### config.mk
export PLATFORM = sky130hd
export DESIGN_NAME = cbr_regs
export DESIGN_NICKNAME = d
export VERILOG_FILES = /design/src/hw/cbr_pkg.sv /design/src/hw/cbr_sync.sv /design/src/hw/cbr_reg8.sv /design/src/hw/cbr_regs.sv
export SDC_FILE = /design/constraint.sdc
export NUM_CORES = 1
export LEC_CHECK = 0
export BUFFER_PORTS_ARGS = -buffer_cell sky130_fd_sc_hd__buf_2
export CAP_MARGIN = 20
export CORE_AREA = 2 2 96 98
export CTS_BUF_LIST = sky130_fd_sc_hd__clkbuf_8 sky130_fd_sc_hd__clkbuf_16
export CTS_CLUSTER_SIZE = 14
export DETAILED_ROUTE_END_ITERATION = 6
export DIE_AREA = 0 0 98 100
export GPL_TIMING_DRIVEN = 0
export PLACE_DENSITY = 0.72
export SLEW_MARGIN = 15
export SYNTH_ARGS = -nofsm -noshare
export SYNTH_HDL_FRONTEND = slang
export SYNTH_SLANG_ARGS = --single-unit
### constraint.sdc
create_clock -name i_ref_clk -period 2.26 [get_ports i_ref_clk]
set_clock_uncertainty 0.2 [all_clocks]
set_input_delay 0.678 -clock i_ref_clk [delete_from_list [all_inputs] [get_ports i_ref_clk]]
set_output_delay 0.678 -clock i_ref_clk [all_outputs]
set_load 0.01 [all_outputs]
### src/hw/cbr_pkg.sv
// package: register offsets, reset values, field layouts and pin source codes
package cbr_pkg;
  localparam logic [7:0] OFS_RD_OPCODE = 8'h57;
  localparam logic [7:0] OFS_ADDR_HIGH = 8'h58;
  localparam logic [7:0] OFS_ADDR_MIDDLE = 8'h59;
  localparam logic [7:0] OFS_ADDR_LOW = 8'h5a;
  localparam logic [7:0] OFS_BOOT_STATUS = 8'h5b;
  localparam logic [7:0] OFS_FILTER_WR = 8'h5c;
  localparam logic [7:0] OFS_SUPPLY_V = 8'h5e;
  localparam logic [7:0] OFS_PIN_DIR = 8'h60;
  localparam logic [7:0] OFS_PIN0_SEL = 8'h61;
  localparam logic [7:0] RST_RD_OPCODE = 8'h03;
  localparam logic [7:0] RST_ZERO = 8'h00;
  localparam int BIT_BOOT_DONE = 0;
  localparam int BIT_BOOT_CRC_ERR = 1;
  localparam int BIT_FIRST_COEF = 0;
  localparam int PIN_COUNT = 3;
  localparam int SEL_WIDTH = 4;
  localparam int SYNC_STAGES = 2;
  localparam logic [3:0] SRC_OFF = 4'h0;
  localparam logic [3:0] SRC_USER = 4'h2;
  localparam logic [3:0] SRC_MUTE_BOTH = 4'h3;
  localparam logic [3:0] SRC_MUTE_LEFT = 4'h4;
  localparam logic [3:0] SRC_MUTE_RIGHT = 4'h5;
  localparam logic [3:0] SRC_CLK_INVALID = 4'h6;
  localparam logic [3:0] SRC_WARNING = 4'h8;
  localparam logic [3:0] SRC_AUDIO_OUT = 4'h9;
  localparam logic [3:0] SRC_FAULT = 4'hb;
  localparam logic [3:0] SRC_MEM_DATA = 4'hc;

  // register read and write request from the control port decoder
  typedef struct packed {
    logic wr_en;
    logic rd_en;
    logic [7:0] addr;
    logic [7:0] wdata;
  } cbr_req_t;

  // status and source levels from the rest of the device
  typedef struct packed {
    logic mute_left;
    logic mute_right;
    logic clk_invalid;
    logic warning_out_n;
    logic serial_audio_out;
    logic fault_out_n;
    logic mem_data_out;
  } cbr_src_t;
endpackage

### src/hw/cbr_sync.sv
// two flip-flop synchroniser for one level
`timescale 1ns/100ps
module cbr_sync (
  input wire logic i_ref_clk,
  input wire logic i_rst_n,
  input wire logic i_d,
  output logic o_q
);
  logic meta_ff;
  logic q_ff;
  always_ff @(posedge i_ref_clk or negedge i_rst_n) begin
    if (!i_rst_n) begin
      meta_ff <= 1'b0;
      q_ff <= 1'b0;
    end else begin
      meta_ff <= i_d;
      q_ff <= meta_ff;
    end
  end
  assign o_q = q_ff;
endmodule // cbr_sync

### src/hw/cbr_reg8.sv
// one eight-bit read-write register with reset value
`timescale 1ns/100ps
module cbr_reg8 #(
  parameter logic [7:0] RESET_VAL = 8'h00,
  parameter logic [7:0] BIT_MASK = 8'hff
) (
  input wire logic i_ref_clk,
  input wire logic i_rst_n,
  input wire logic i_we,
  input wire logic [7:0] i_wdata,
  output logic [7:0] o_q
);
  logic [7:0] val_ff;
  logic [7:0] nxt_val;
  always_comb begin
    nxt_val = val_ff;
    if (i_we) begin
      nxt_val = i_wdata & BIT_MASK;
    end
  end
  always_ff @(posedge i_ref_clk or negedge i_rst_n) begin
    if (!i_rst_n) begin
      val_ff <= RESET_VAL;
    end else begin
      val_ff <= nxt_val;
    end
  end
  assign o_q = val_ff;
endmodule // cbr_reg8

### src/hw/cbr_regs.sv
// coefficient boot and pin select register slice with pin 0 source mux
//
// What this block does
// RQ1 - eight-bit read-write memory read opcode, reset value 03h, at 57h
// RQ2 - three read-write start-address bytes high, middle, low, each reset zero
// RQ3 - middle byte at 59h, low byte at 5Ah, after high byte at 58h
// RQ4 - read-only bit 0 of 5Bh sets when boot load finished, zero after reset
// RQ5 - read-only bit 1 of 5Bh reads 1 when boot checksum failed
// RQ6 - read-write bit 0 at 5Ch marks first filter coefficient write, resets zero
// RQ7 - read-only supply voltage code at 5Eh, volts equals code over 8.428
// RQ8 - bits 2..0 of 60h set pin directions, 1 output, reset input
// RQ9 - selector 0000 drives pin 0 low, 0010 drives user output bit
// RQ10 - selectors 0011, 0100, 0101 drive both, left, right auto-mute flags
// RQ11 - selector 0110 drives the invalid clock flag
// RQ12 - selector 1000 drives the active-low warning indication
// RQ13 - selector 1001 drives the serial audio output stream
// RQ14 - selector 1011 drives the active-low fault indication
// RQ15 - selector 1100 drives memory controller data output
// RQ16 - host should avoid reserved selector codes 0001, 0111, 1110, 1111
// RQ17 - load-source bit 0 takes coefficients from host, 1 from serial memory
// RQ18 - full three-byte address used only when wide address enable is set
// RQ19 - user pin values come from bits 2..0 of output-value register 65h
// RQ20 - reserved bits read zero and writes to them change nothing
// RQ21 - pin 0 source reaches pin only while its direction bit is output
`timescale 1ns/100ps
module cbr_regs (
  input wire logic i_ref_clk,
  input wire logic i_rst_n,
  input wire cbr_pkg::cbr_req_t i_req,
  output logic [7:0] o_rdata,
  output logic o_rvalid,
  input wire logic i_boot_done,
  input wire logic i_boot_crc_err,
  input wire logic [7:0] i_supply_voltage_code,
  input wire logic i_load_from_memory,
  input wire logic i_wide_address_enable,
  input wire logic [2:0] i_user_pin_value,
  input wire cbr_pkg::cbr_src_t i_src,
  output logic [7:0] o_memory_read_opcode,
  output logic [23:0] o_boot_start_addr,
  output logic o_boot_from_memory,
  output logic o_filter_first_coef_mark,
  output logic o_pin0_out,
  output logic o_pin0_output_enable,
  output logic o_pin1_output_enable,
  output logic o_pin2_output_enable
);
  import cbr_pkg::*;

  logic [7:0] opcode_q;
  logic [7:0] addr_high_q;
  logic [7:0] addr_middle_q;
  logic [7:0] addr_low_q;
  logic [7:0] filter_wr_q;
  logic [7:0] pin_dir_q;
  logic [7:0] pin0_sel_q;
  logic [6:0] src_sync;
  logic done_sync;
  logic crc_sync;
  logic [7:0] rdata_ff;
  logic [7:0] nxt_rdata;
  logic rvalid_ff;
  logic nxt_rvalid;
  logic [7:0] status_ff;
  logic [7:0] nxt_status;
  logic [7:0] supply_ff;
  logic [7:0] nxt_supply;
  logic [7:0] opcode_ff;
  logic [7:0] nxt_opcode;
  logic [23:0] addr_ff;
  logic [23:0] nxt_addr;
  logic boot_src_ff;
  logic nxt_boot_src;
  logic mark_ff;
  logic nxt_mark;
  logic pin0_ff;
  logic nxt_pin0;
  logic [2:0] oe_ff;
  logic [2:0] nxt_oe;
  logic pin0_src;

  function automatic logic wr_hit(input cbr_req_t r, input logic [7:0] a);
    wr_hit = r.wr_en && (r.addr == a);
  endfunction

  cbr_reg8 #(.RESET_VAL(RST_RD_OPCODE), .BIT_MASK(8'hff)) u_opcode ( // RQ1
    .i_ref_clk(i_ref_clk), .i_rst_n(i_rst_n), .i_we(wr_hit(i_req, OFS_RD_OPCODE)),
    .i_wdata(i_req.wdata), .o_q(opcode_q));
  cbr_reg8 #(.RESET_VAL(RST_ZERO), .BIT_MASK(8'hff)) u_addr_high ( // RQ2
    .i_ref_clk(i_ref_clk), .i_rst_n(i_rst_n), .i_we(wr_hit(i_req, OFS_ADDR_HIGH)),
    .i_wdata(i_req.wdata), .o_q(addr_high_q));
  cbr_reg8 #(.RESET_VAL(RST_ZERO), .BIT_MASK(8'hff)) u_addr_middle ( // RQ3
    .i_ref_clk(i_ref_clk), .i_rst_n(i_rst_n), .i_we(wr_hit(i_req, OFS_ADDR_MIDDLE)),
    .i_wdata(i_req.wdata), .o_q(addr_middle_q));
  cbr_reg8 #(.RESET_VAL(RST_ZERO), .BIT_MASK(8'hff)) u_addr_low ( // RQ3
    .i_ref_clk(i_ref_clk), .i_rst_n(i_rst_n), .i_we(wr_hit(i_req, OFS_ADDR_LOW)),
    .i_wdata(i_req.wdata), .o_q(addr_low_q));
  // reserved bits are masked at the write so they always read zero
  cbr_reg8 #(.RESET_VAL(RST_ZERO), .BIT_MASK(8'h01)) u_filter_wr ( // RQ6 RQ20
    .i_ref_clk(i_ref_clk), .i_rst_n(i_rst_n), .i_we(wr_hit(i_req, OFS_FILTER_WR)),
    .i_wdata(i_req.wdata), .o_q(filter_wr_q));
  cbr_reg8 #(.RESET_VAL(RST_ZERO), .BIT_MASK(8'h07)) u_pin_dir ( // RQ8 RQ20
    .i_ref_clk(i_ref_clk), .i_rst_n(i_rst_n), .i_we(wr_hit(i_req, OFS_PIN_DIR)),
    .i_wdata(i_req.wdata), .o_q(pin_dir_q));
  cbr_reg8 #(.RESET_VAL(RST_ZERO), .BIT_MASK(8'h0f)) u_pin0_sel ( // RQ20
    .i_ref_clk(i_ref_clk), .i_rst_n(i_rst_n), .i_we(wr_hit(i_req, OFS_PIN0_SEL)),
    .i_wdata(i_req.wdata), .o_q(pin0_sel_q));

  // pin-side and other-domain sources are synchronised before use
  cbr_sync u_sync_done (.i_ref_clk(i_ref_clk), .i_rst_n(i_rst_n),
    .i_d(i_boot_done), .o_q(done_sync));
  cbr_sync u_sync_crc (.i_ref_clk(i_ref_clk), .i_rst_n(i_rst_n),
    .i_d(i_boot_crc_err), .o_q(crc_sync));
  cbr_sync u_sync_ml (.i_ref_clk(i_ref_clk), .i_rst_n(i_rst_n),
    .i_d(i_src.mute_left), .o_q(src_sync[6]));
  cbr_sync u_sync_mr (.i_ref_clk(i_ref_clk), .i_rst_n(i_rst_n),
    .i_d(i_src.mute_right), .o_q(src_sync[5]));
  cbr_sync u_sync_ck (.i_ref_clk(i_ref_clk), .i_rst_n(i_rst_n),
    .i_d(i_src.clk_invalid), .o_q(src_sync[4]));
  cbr_sync u_sync_wn (.i_ref_clk(i_ref_clk), .i_rst_n(i_rst_n),
    .i_d(i_src.warning_out_n), .o_q(src_sync[3]));
  cbr_sync u_sync_sa (.i_ref_clk(i_ref_clk), .i_rst_n(i_rst_n),
    .i_d(i_src.serial_audio_out), .o_q(src_sync[2]));
  cbr_sync u_sync_fn (.i_ref_clk(i_ref_clk), .i_rst_n(i_rst_n),
    .i_d(i_src.fault_out_n), .o_q(src_sync[1]));
  cbr_sync u_sync_md (.i_ref_clk(i_ref_clk), .i_rst_n(i_rst_n),
    .i_d(i_src.mem_data_out), .o_q(src_sync[0]));

  // status and supply capture
  always_comb begin
    nxt_status = RST_ZERO;
    nxt_status[BIT_BOOT_DONE] = done_sync; // RQ4
    nxt_status[BIT_BOOT_CRC_ERR] = crc_sync; // RQ5
    nxt_supply = i_supply_voltage_code; // RQ7
  end

  always_ff @(posedge i_ref_clk or negedge i_rst_n) begin
    if (!i_rst_n) begin
      status_ff <= RST_ZERO;
      supply_ff <= RST_ZERO;
    end else begin
      status_ff <= nxt_status;
      supply_ff <= nxt_supply;
    end
  end

  // read decode: unmapped offsets read zero
  always_comb begin
    nxt_rdata = RST_ZERO;
    nxt_rvalid = i_req.rd_en;
    case (i_req.addr)
      OFS_RD_OPCODE: nxt_rdata = opcode_q;
      OFS_ADDR_HIGH: nxt_rdata = addr_high_q;
      OFS_ADDR_MIDDLE: nxt_rdata = addr_middle_q;
      OFS_ADDR_LOW: nxt_rdata = addr_low_q;
      OFS_BOOT_STATUS: nxt_rdata = status_ff;
      OFS_FILTER_WR: nxt_rdata = filter_wr_q;
      OFS_SUPPLY_V: nxt_rdata = supply_ff;
      OFS_PIN_DIR: nxt_rdata = pin_dir_q;
      OFS_PIN0_SEL: nxt_rdata = pin0_sel_q;
      default: nxt_rdata = RST_ZERO;
    endcase
    if (!i_req.rd_en) begin
      nxt_rdata = rdata_ff;
    end
  end

  always_ff @(posedge i_ref_clk or negedge i_rst_n) begin
    if (!i_rst_n) begin
      rdata_ff <= RST_ZERO;
      rvalid_ff <= 1'b0;
    end else begin
      rdata_ff <= nxt_rdata;
      rvalid_ff <= nxt_rvalid;
    end
  end

  // pin 0 source selection
  always_comb begin
    case (pin0_sel_q[SEL_WIDTH-1:0])
      SRC_OFF: pin0_src = 1'b0; // RQ9
      SRC_USER: pin0_src = i_user_pin_value[0]; // RQ9 RQ19
      SRC_MUTE_BOTH: pin0_src = src_sync[6] & src_sync[5]; // RQ10
      SRC_MUTE_LEFT: pin0_src = src_sync[6]; // RQ10
      SRC_MUTE_RIGHT: pin0_src = src_sync[5]; // RQ10
      SRC_CLK_INVALID: pin0_src = src_sync[4]; // RQ11
      SRC_WARNING: pin0_src = src_sync[3]; // RQ12
      SRC_AUDIO_OUT: pin0_src = src_sync[2]; // RQ13
      SRC_FAULT: pin0_src = src_sync[1]; // RQ14
      SRC_MEM_DATA: pin0_src = src_sync[0]; // RQ15
      default: pin0_src = 1'b0; // RQ16
    endcase
    nxt_pin0 = pin_dir_q[0] ? pin0_src : 1'b0; // RQ21
    nxt_oe = pin_dir_q[PIN_COUNT-1:0]; // RQ8 RQ21
    nxt_addr = i_wide_address_enable ? {addr_high_q, addr_middle_q, addr_low_q}
                                     : {8'h00, addr_middle_q, addr_low_q}; // RQ18
    nxt_opcode = opcode_q; // RQ1
    nxt_boot_src = i_load_from_memory; // RQ17
    nxt_mark = filter_wr_q[BIT_FIRST_COEF]; // RQ6
  end

  always_ff @(posedge i_ref_clk or negedge i_rst_n) begin
    if (!i_rst_n) begin
      pin0_ff <= 1'b0;
      oe_ff <= 3'h0;
      addr_ff <= 24'h00_0000;
      opcode_ff <= RST_RD_OPCODE;
      boot_src_ff <= 1'b0;
      mark_ff <= 1'b0;
    end else begin
      pin0_ff <= nxt_pin0;
      oe_ff <= nxt_oe;
      addr_ff <= nxt_addr;
      opcode_ff <= nxt_opcode;
      boot_src_ff <= nxt_boot_src;
      mark_ff <= nxt_mark;
    end
  end

  assign o_rdata = rdata_ff;
  assign o_rvalid = rvalid_ff;
  assign o_memory_read_opcode = opcode_ff;
  assign o_boot_start_addr = addr_ff;
  assign o_boot_from_memory = boot_src_ff;
  assign o_filter_first_coef_mark = mark_ff;
  assign o_pin0_out = pin0_ff;
  assign o_pin0_output_enable = oe_ff[0];
  assign o_pin1_output_enable = oe_ff[1];
  assign o_pin2_output_enable = oe_ff[2];

  chk_opcode_reset: assert property (@(posedge i_ref_clk) // RQ1
    $rose(i_rst_n) |-> opcode_q == RST_RD_OPCODE)
    else $error("opcode not at reset value");
  chk_addr_write: assert property (@(posedge i_ref_clk) disable iff (!i_rst_n) // RQ3
    wr_hit(i_req, OFS_ADDR_MIDDLE) |=> addr_middle_q == $past(i_req.wdata))
    else $error("middle address byte not written");
  chk_status_done: assert property (@(posedge i_ref_clk) disable iff (!i_rst_n) // RQ4
    $rose(done_sync) |=> status_ff[BIT_BOOT_DONE])
    else $error("done flag missed");
  chk_status_reserved: assert property (@(posedge i_ref_clk) disable iff (!i_rst_n) // RQ20
    status_ff[7:2] == 6'h00 && filter_wr_q[7:1] == 7'h00 && pin_dir_q[7:3] == 5'h00)
    else $error("reserved bits not zero");
  chk_pin_off: assert property (@(posedge i_ref_clk) disable iff (!i_rst_n) // RQ21
    !pin_dir_q[0] |=> !o_pin0_out)
    else $error("pin 0 driven while input");
  chk_sel_low: assert property (@(posedge i_ref_clk) disable iff (!i_rst_n) // RQ9
    pin0_sel_q[3:0] == SRC_OFF |=> !o_pin0_out)
    else $error("pin 0 not low when off");
  chk_mute_both: assert property (@(posedge i_ref_clk) disable iff (!i_rst_n) // RQ10
    pin_dir_q[0] && pin0_sel_q[3:0] == SRC_MUTE_BOTH
    |=> o_pin0_out == ($past(src_sync[6]) & $past(src_sync[5])))
    else $error("both-mute flag wrong");
  chk_dir_oe: assert property (@(posedge i_ref_clk) disable iff (!i_rst_n) // RQ8
    wr_hit(i_req, OFS_PIN_DIR) |=> ##1 oe_ff == $past(i_req.wdata[2:0], 2))
    else $error("output enables not following direction");
  chk_narrow_addr: assert property (@(posedge i_ref_clk) disable iff (!i_rst_n) // RQ18
    !i_wide_address_enable |=> o_boot_start_addr[23:16] == 8'h00)
    else $error("high byte used in narrow mode");
  chk_read_status: assert property (@(posedge i_ref_clk) disable iff (!i_rst_n) // RQ5
    i_req.rd_en && i_req.addr == OFS_BOOT_STATUS
    |=> o_rvalid && o_rdata[BIT_BOOT_CRC_ERR] == $past(crc_sync, 2))
    else $error("checksum flag read wrong");
  chk_opcode_write: assert property (@(posedge i_ref_clk) disable iff (!i_rst_n) // RQ1
    wr_hit(i_req, OFS_RD_OPCODE) |=> opcode_q == $past(i_req.wdata))
    else $error("opcode not written");
  chk_high_write: assert property (@(posedge i_ref_clk) disable iff (!i_rst_n) // RQ2
    wr_hit(i_req, OFS_ADDR_HIGH) |=> addr_high_q == $past(i_req.wdata))
    else $error("high address byte not written");
  chk_low_write: assert property (@(posedge i_ref_clk) disable iff (!i_rst_n) // RQ3
    wr_hit(i_req, OFS_ADDR_LOW) |=> addr_low_q == $past(i_req.wdata))
    else $error("low address byte not written");
  chk_wide_addr: assert property (@(posedge i_ref_clk) disable iff (!i_rst_n) // RQ18
    i_wide_address_enable
    |=> o_boot_start_addr == {$past(addr_high_q), $past(addr_middle_q), $past(addr_low_q)})
    else $error("wide start address wrong");
  chk_status_crc: assert property (@(posedge i_ref_clk) disable iff (!i_rst_n) // RQ5
    $rose(crc_sync) |=> status_ff[BIT_BOOT_CRC_ERR])
    else $error("checksum flag missed");
  chk_read_supply: assert property (@(posedge i_ref_clk) disable iff (!i_rst_n) // RQ7
    i_req.rd_en && i_req.addr == OFS_SUPPLY_V |=> o_rdata == $past(supply_ff))
    else $error("supply code read wrong");
  chk_first_mark: assert property (@(posedge i_ref_clk) disable iff (!i_rst_n) // RQ6
    wr_hit(i_req, OFS_FILTER_WR)
    |=> ##1 o_filter_first_coef_mark == $past(i_req.wdata[BIT_FIRST_COEF], 2))
    else $error("first coefficient mark wrong");
  chk_boot_source: assert property (@(posedge i_ref_clk) disable iff (!i_rst_n) // RQ17
    1'b1 |=> o_boot_from_memory == $past(i_load_from_memory))
    else $error("load source not followed");
  chk_user_value: assert property (@(posedge i_ref_clk) disable iff (!i_rst_n) // RQ19
    pin_dir_q[0] && pin0_sel_q[3:0] == SRC_USER |=> o_pin0_out == $past(i_user_pin_value[0]))
    else $error("user pin value wrong");
  chk_mute_left: assert property (@(posedge i_ref_clk) disable iff (!i_rst_n) // RQ10
    pin_dir_q[0] && pin0_sel_q[3:0] == SRC_MUTE_LEFT |=> o_pin0_out == $past(src_sync[6]))
    else $error("left mute flag wrong");
  chk_mute_right: assert property (@(posedge i_ref_clk) disable iff (!i_rst_n) // RQ10
    pin_dir_q[0] && pin0_sel_q[3:0] == SRC_MUTE_RIGHT |=> o_pin0_out == $past(src_sync[5]))
    else $error("right mute flag wrong");
  chk_clk_invalid: assert property (@(posedge i_ref_clk) disable iff (!i_rst_n) // RQ11
    pin_dir_q[0] && pin0_sel_q[3:0] == SRC_CLK_INVALID |=> o_pin0_out == $past(src_sync[4]))
    else $error("clock invalid flag wrong");
  chk_warning_out: assert property (@(posedge i_ref_clk) disable iff (!i_rst_n) // RQ12
    pin_dir_q[0] && pin0_sel_q[3:0] == SRC_WARNING |=> o_pin0_out == $past(src_sync[3]))
    else $error("warning indication wrong");
  chk_audio_out: assert property (@(posedge i_ref_clk) disable iff (!i_rst_n) // RQ13
    pin_dir_q[0] && pin0_sel_q[3:0] == SRC_AUDIO_OUT |=> o_pin0_out == $past(src_sync[2]))
    else $error("serial audio output wrong");
  chk_fault_out: assert property (@(posedge i_ref_clk) disable iff (!i_rst_n) // RQ14
    pin_dir_q[0] && pin0_sel_q[3:0] == SRC_FAULT |=> o_pin0_out == $past(src_sync[1]))
    else $error("fault indication wrong");
  chk_mem_data: assert property (@(posedge i_ref_clk) disable iff (!i_rst_n) // RQ15
    pin_dir_q[0] && pin0_sel_q[3:0] == SRC_MEM_DATA |=> o_pin0_out == $past(src_sync[0]))
    else $error("memory data output wrong");
endmodule // cbr_regs

==> results_dict.tcl <==
set metrics [dict create \
    cap_violations 0 \
    drcViolationCount 0 \
    relSlewSlack 0.436 \
    synth_ff_type "dfrtp_1" \
    mappedNetlistArea_mm2 0.00426 \
    port_buffers 85 \
    via_per_inst 5.48 \
    end_kind "flip-flop" \
    area.growth.synth_to_final_pct 30.6 \
    ys_seq_area_frac 0.677 \
    post-place-ws_ns -0.739 \
    grt_util_met2 0.341 \
    vias 2822 \
    setup_violations 0 \
    place.gp.congestion 0.888 \
    worstPathArrival_ns 2.36 \
    clock_path_buffers 2 \
    timing.rr.start "u_addr_low.o_q[3]" \
    setup_ws_ns 0.0835 \
    cts_sinks 115 \
    synth_area_leaders "dfrtp_1 65%, mux2_2 11%, dfstp_2 2.5%, mux2i_1 1.6%, and2_1 1.5%" \
    grt_usage 0.212 \
    rsz0062_at_grt "false" \
    synth_cells 284 \
    grt_pass1_vias 2882 \
    cts_max_level 4 \
    met1_usage 0.274 \
    grt_pass1_wl_um 15500 \
    required_ns 2.45 \
    min_period_ns 2.18 \
    tritoncts "done" \
    dieWidth_um 98 \
    initialDrtViolationCount 145 \
    core-area_mm2 0.00889 \
    avgSynthCellArea_um2 15.0 \
    crit_type "input pin to flip-flop" \
    routed_wl_um 9760 \
    synthesis.nets 326 \
    finalSetupTns_ns 0 \
    ys_top_cells_by_count "111 x dfrtp_1, 40 x mux2_2, 10 x and2_1" \
    insertion_delay_ns 0.50 \
    ir_drop_mv 0.552 \
    power.density_mw_per_mm2 950 \
    dp_hpwl_um 6410 \
    ys_types 48 \
    crit_path_start "i_req[11]" \
    synth_edf_count 0 \
    yosysWarnings 0 \
    worstSetupStartpointType "input pin" \
    die_area_mm2 0.00980 \
    root_buffer "clkbuf_8" \
    die_h_um 100 \
    r2r_setup_slack_ns 0.60 \
    wl_per_cell_um 19.0 \
    final_layout_size_suffix_gt1_frac 0.438 \
    drv_slew 0 \
    hp-class "input pin to flip-flop" \
    boundaryPins 89 \
    grt-ovfl-total 0 \
    hold_viol_final 0 \
    final_area_mm2 0.00556 \
    clk_pin_slew_ns 0.05 \
    place_area_mm2 0.00490 \
    timing.rr.end "o_rdata[3]" \
    ant_nets 0 \
    start_util 0.479 \
    antenna_found_initial 0 \
    row_count 35 \
    insertedDiodeCount 0 \
    synth.top_cell.area_share 0.652 \
    reg2reg_depth 4 \
    numCtsBuffers 17 \
    crit_path_end "u_addr_middle.o_q[3]" \
    synth_seq_cells 115 \
    synth_area_leader_cell "dfrtp_1" \
    max_freq_ghz 0.459 \
    p_leak_nw 2.81 \
    busiest_layer "met2" \
    finalCritPeriodShare 0.963 \
    grt_max_degree 72 \
    critPathMaxFanout 8 \
    synth_most_common_cell "dfrtp_1" \
    worst_slew_pin_slew_ns 0.834 \
    dr.pass1.iters 4 \
    post-route-util 0.626 \
    grtUsageMet3 0.0641 \
    async_flop_share 1.00 \
    nNetsFinal 433 \
    outcome "finished, final reports clean" \
]
layer usage:
layer	up-vias	share of wire
met3	11	0.075
met1	1438	0.41
met4	0	0.013
met5	-	0
met2	116	0.50
li1	1257	-
flip-flops by register name, indices dropped and copies added, names as in the netlist, 2 cells and up:
| register | cells |
|---|---|
| u_addr_middle.o_q | 8 |
| oe_ff | 3 |
| supply_ff | 8 |
| u_addr_low.o_q | 8 |
| o_memory_read_opcode | 8 |
| o_rdata | 8 |
| u_pin_dir.o_q | 3 |
| status_ff | 2 |
| o_boot_start_addr | 24 |
| u_addr_high.o_q | 8 |
| u_pin0_sel.o_q | 4 |
| u_opcode.o_q | 8 |
worst max-delay path, cell delays in order:
cell and delay [ns]:
buf_2 0.14, nor4bb_2 0.77, nand2_2 0.39, mux2_2 0.38
how the worst min path moves through the flow:
stage / endpoint / slack [ns] / from / cells after the start
2_1_floorplan: status_ff[0] / 0.13 / u_sync_done.o_q / 0
3_3_place_gp: status_ff[0] / 0.13 / u_sync_done.o_q / 0
3_5_place_dp: u_sync_fn.o_q / 0.13 / u_sync_fn.meta_ff / 0
4_1_cts: u_sync_done.meta_ff / 0.05 / i_boot_done / 1
5_1_grt: u_sync_done.meta_ff / 0.05 / i_boot_done / 1
6_report: supply_ff[3] / 0.07 / i_supply_voltage_code[3] / 1
layout by cell type (no fill, tap or decap), drive strengths merged, types with 4 or more instances in the layout:
cell    instances
buf            93
bufinv          5
nand2           8
o21ai           6
inv             6
nor2            6
and2           10
a32o            6
nor3            4
mux2i           7
clkinv          5
mux2           44
dfstp           4
nor2b           4
dfrtp         111
clkbuf         27
nand3b          6
what timing repair did:
action | in CTS | in global routing
hold endpoints to repair | 42 | 0
gates resized for setup | 1 | 4
hold buffers | 1 | 0
buffers inserted | 0 | 1
endpoints found under the setup margin | 8 | 17
pin swaps | 0 | 0
area by class of cell:
cell class	count	area, um^2
clock buffer	19	442
inverter	3	11.3
buffer	14	81.3
multi-input combinational	152	1340
fill	691	3330
sequential	115	2880
timing repair buffer	88	477
clock inverter	13	190
tap	111	139
metrics by stage:
stage | power (mW) | instances | hold WS (ns)
6_report | 5.28 | 515 | 0.0749
2_1_floorplan | 2.34 | 284 | 0.131
3_5_place_dp | 2.51 | 481 | 0.135
5_1_grt | 5.48 | 515 | 0.0500
4_1_cts | 5.34 | 514 | 0.0536
3_3_place_gp | 2.49 | 480 | 0.131
power by group:
part	internal (mW)	total [mW]	leakage (nW)	switching [mW]
clock network	1.94	2.81	0.325	0.872
registers	2.15	2.20	1.51	0.0450
logic	0.120	0.276	0.970	0.156
total	4.21	5.28	2.81	1.07
cell families (layout without fill, tap and decap cells):
family	Yosys count	count (layout)	synth area share
DFF	115	115	0.677
and+or+nand+nor	61	61	0.0964
muxes	51	51	0.133
AOI/OAI and AO/OA	40	40	0.0749
buffers and inverters	17	137	0.0188
Power figures use the tool's default switching activity.
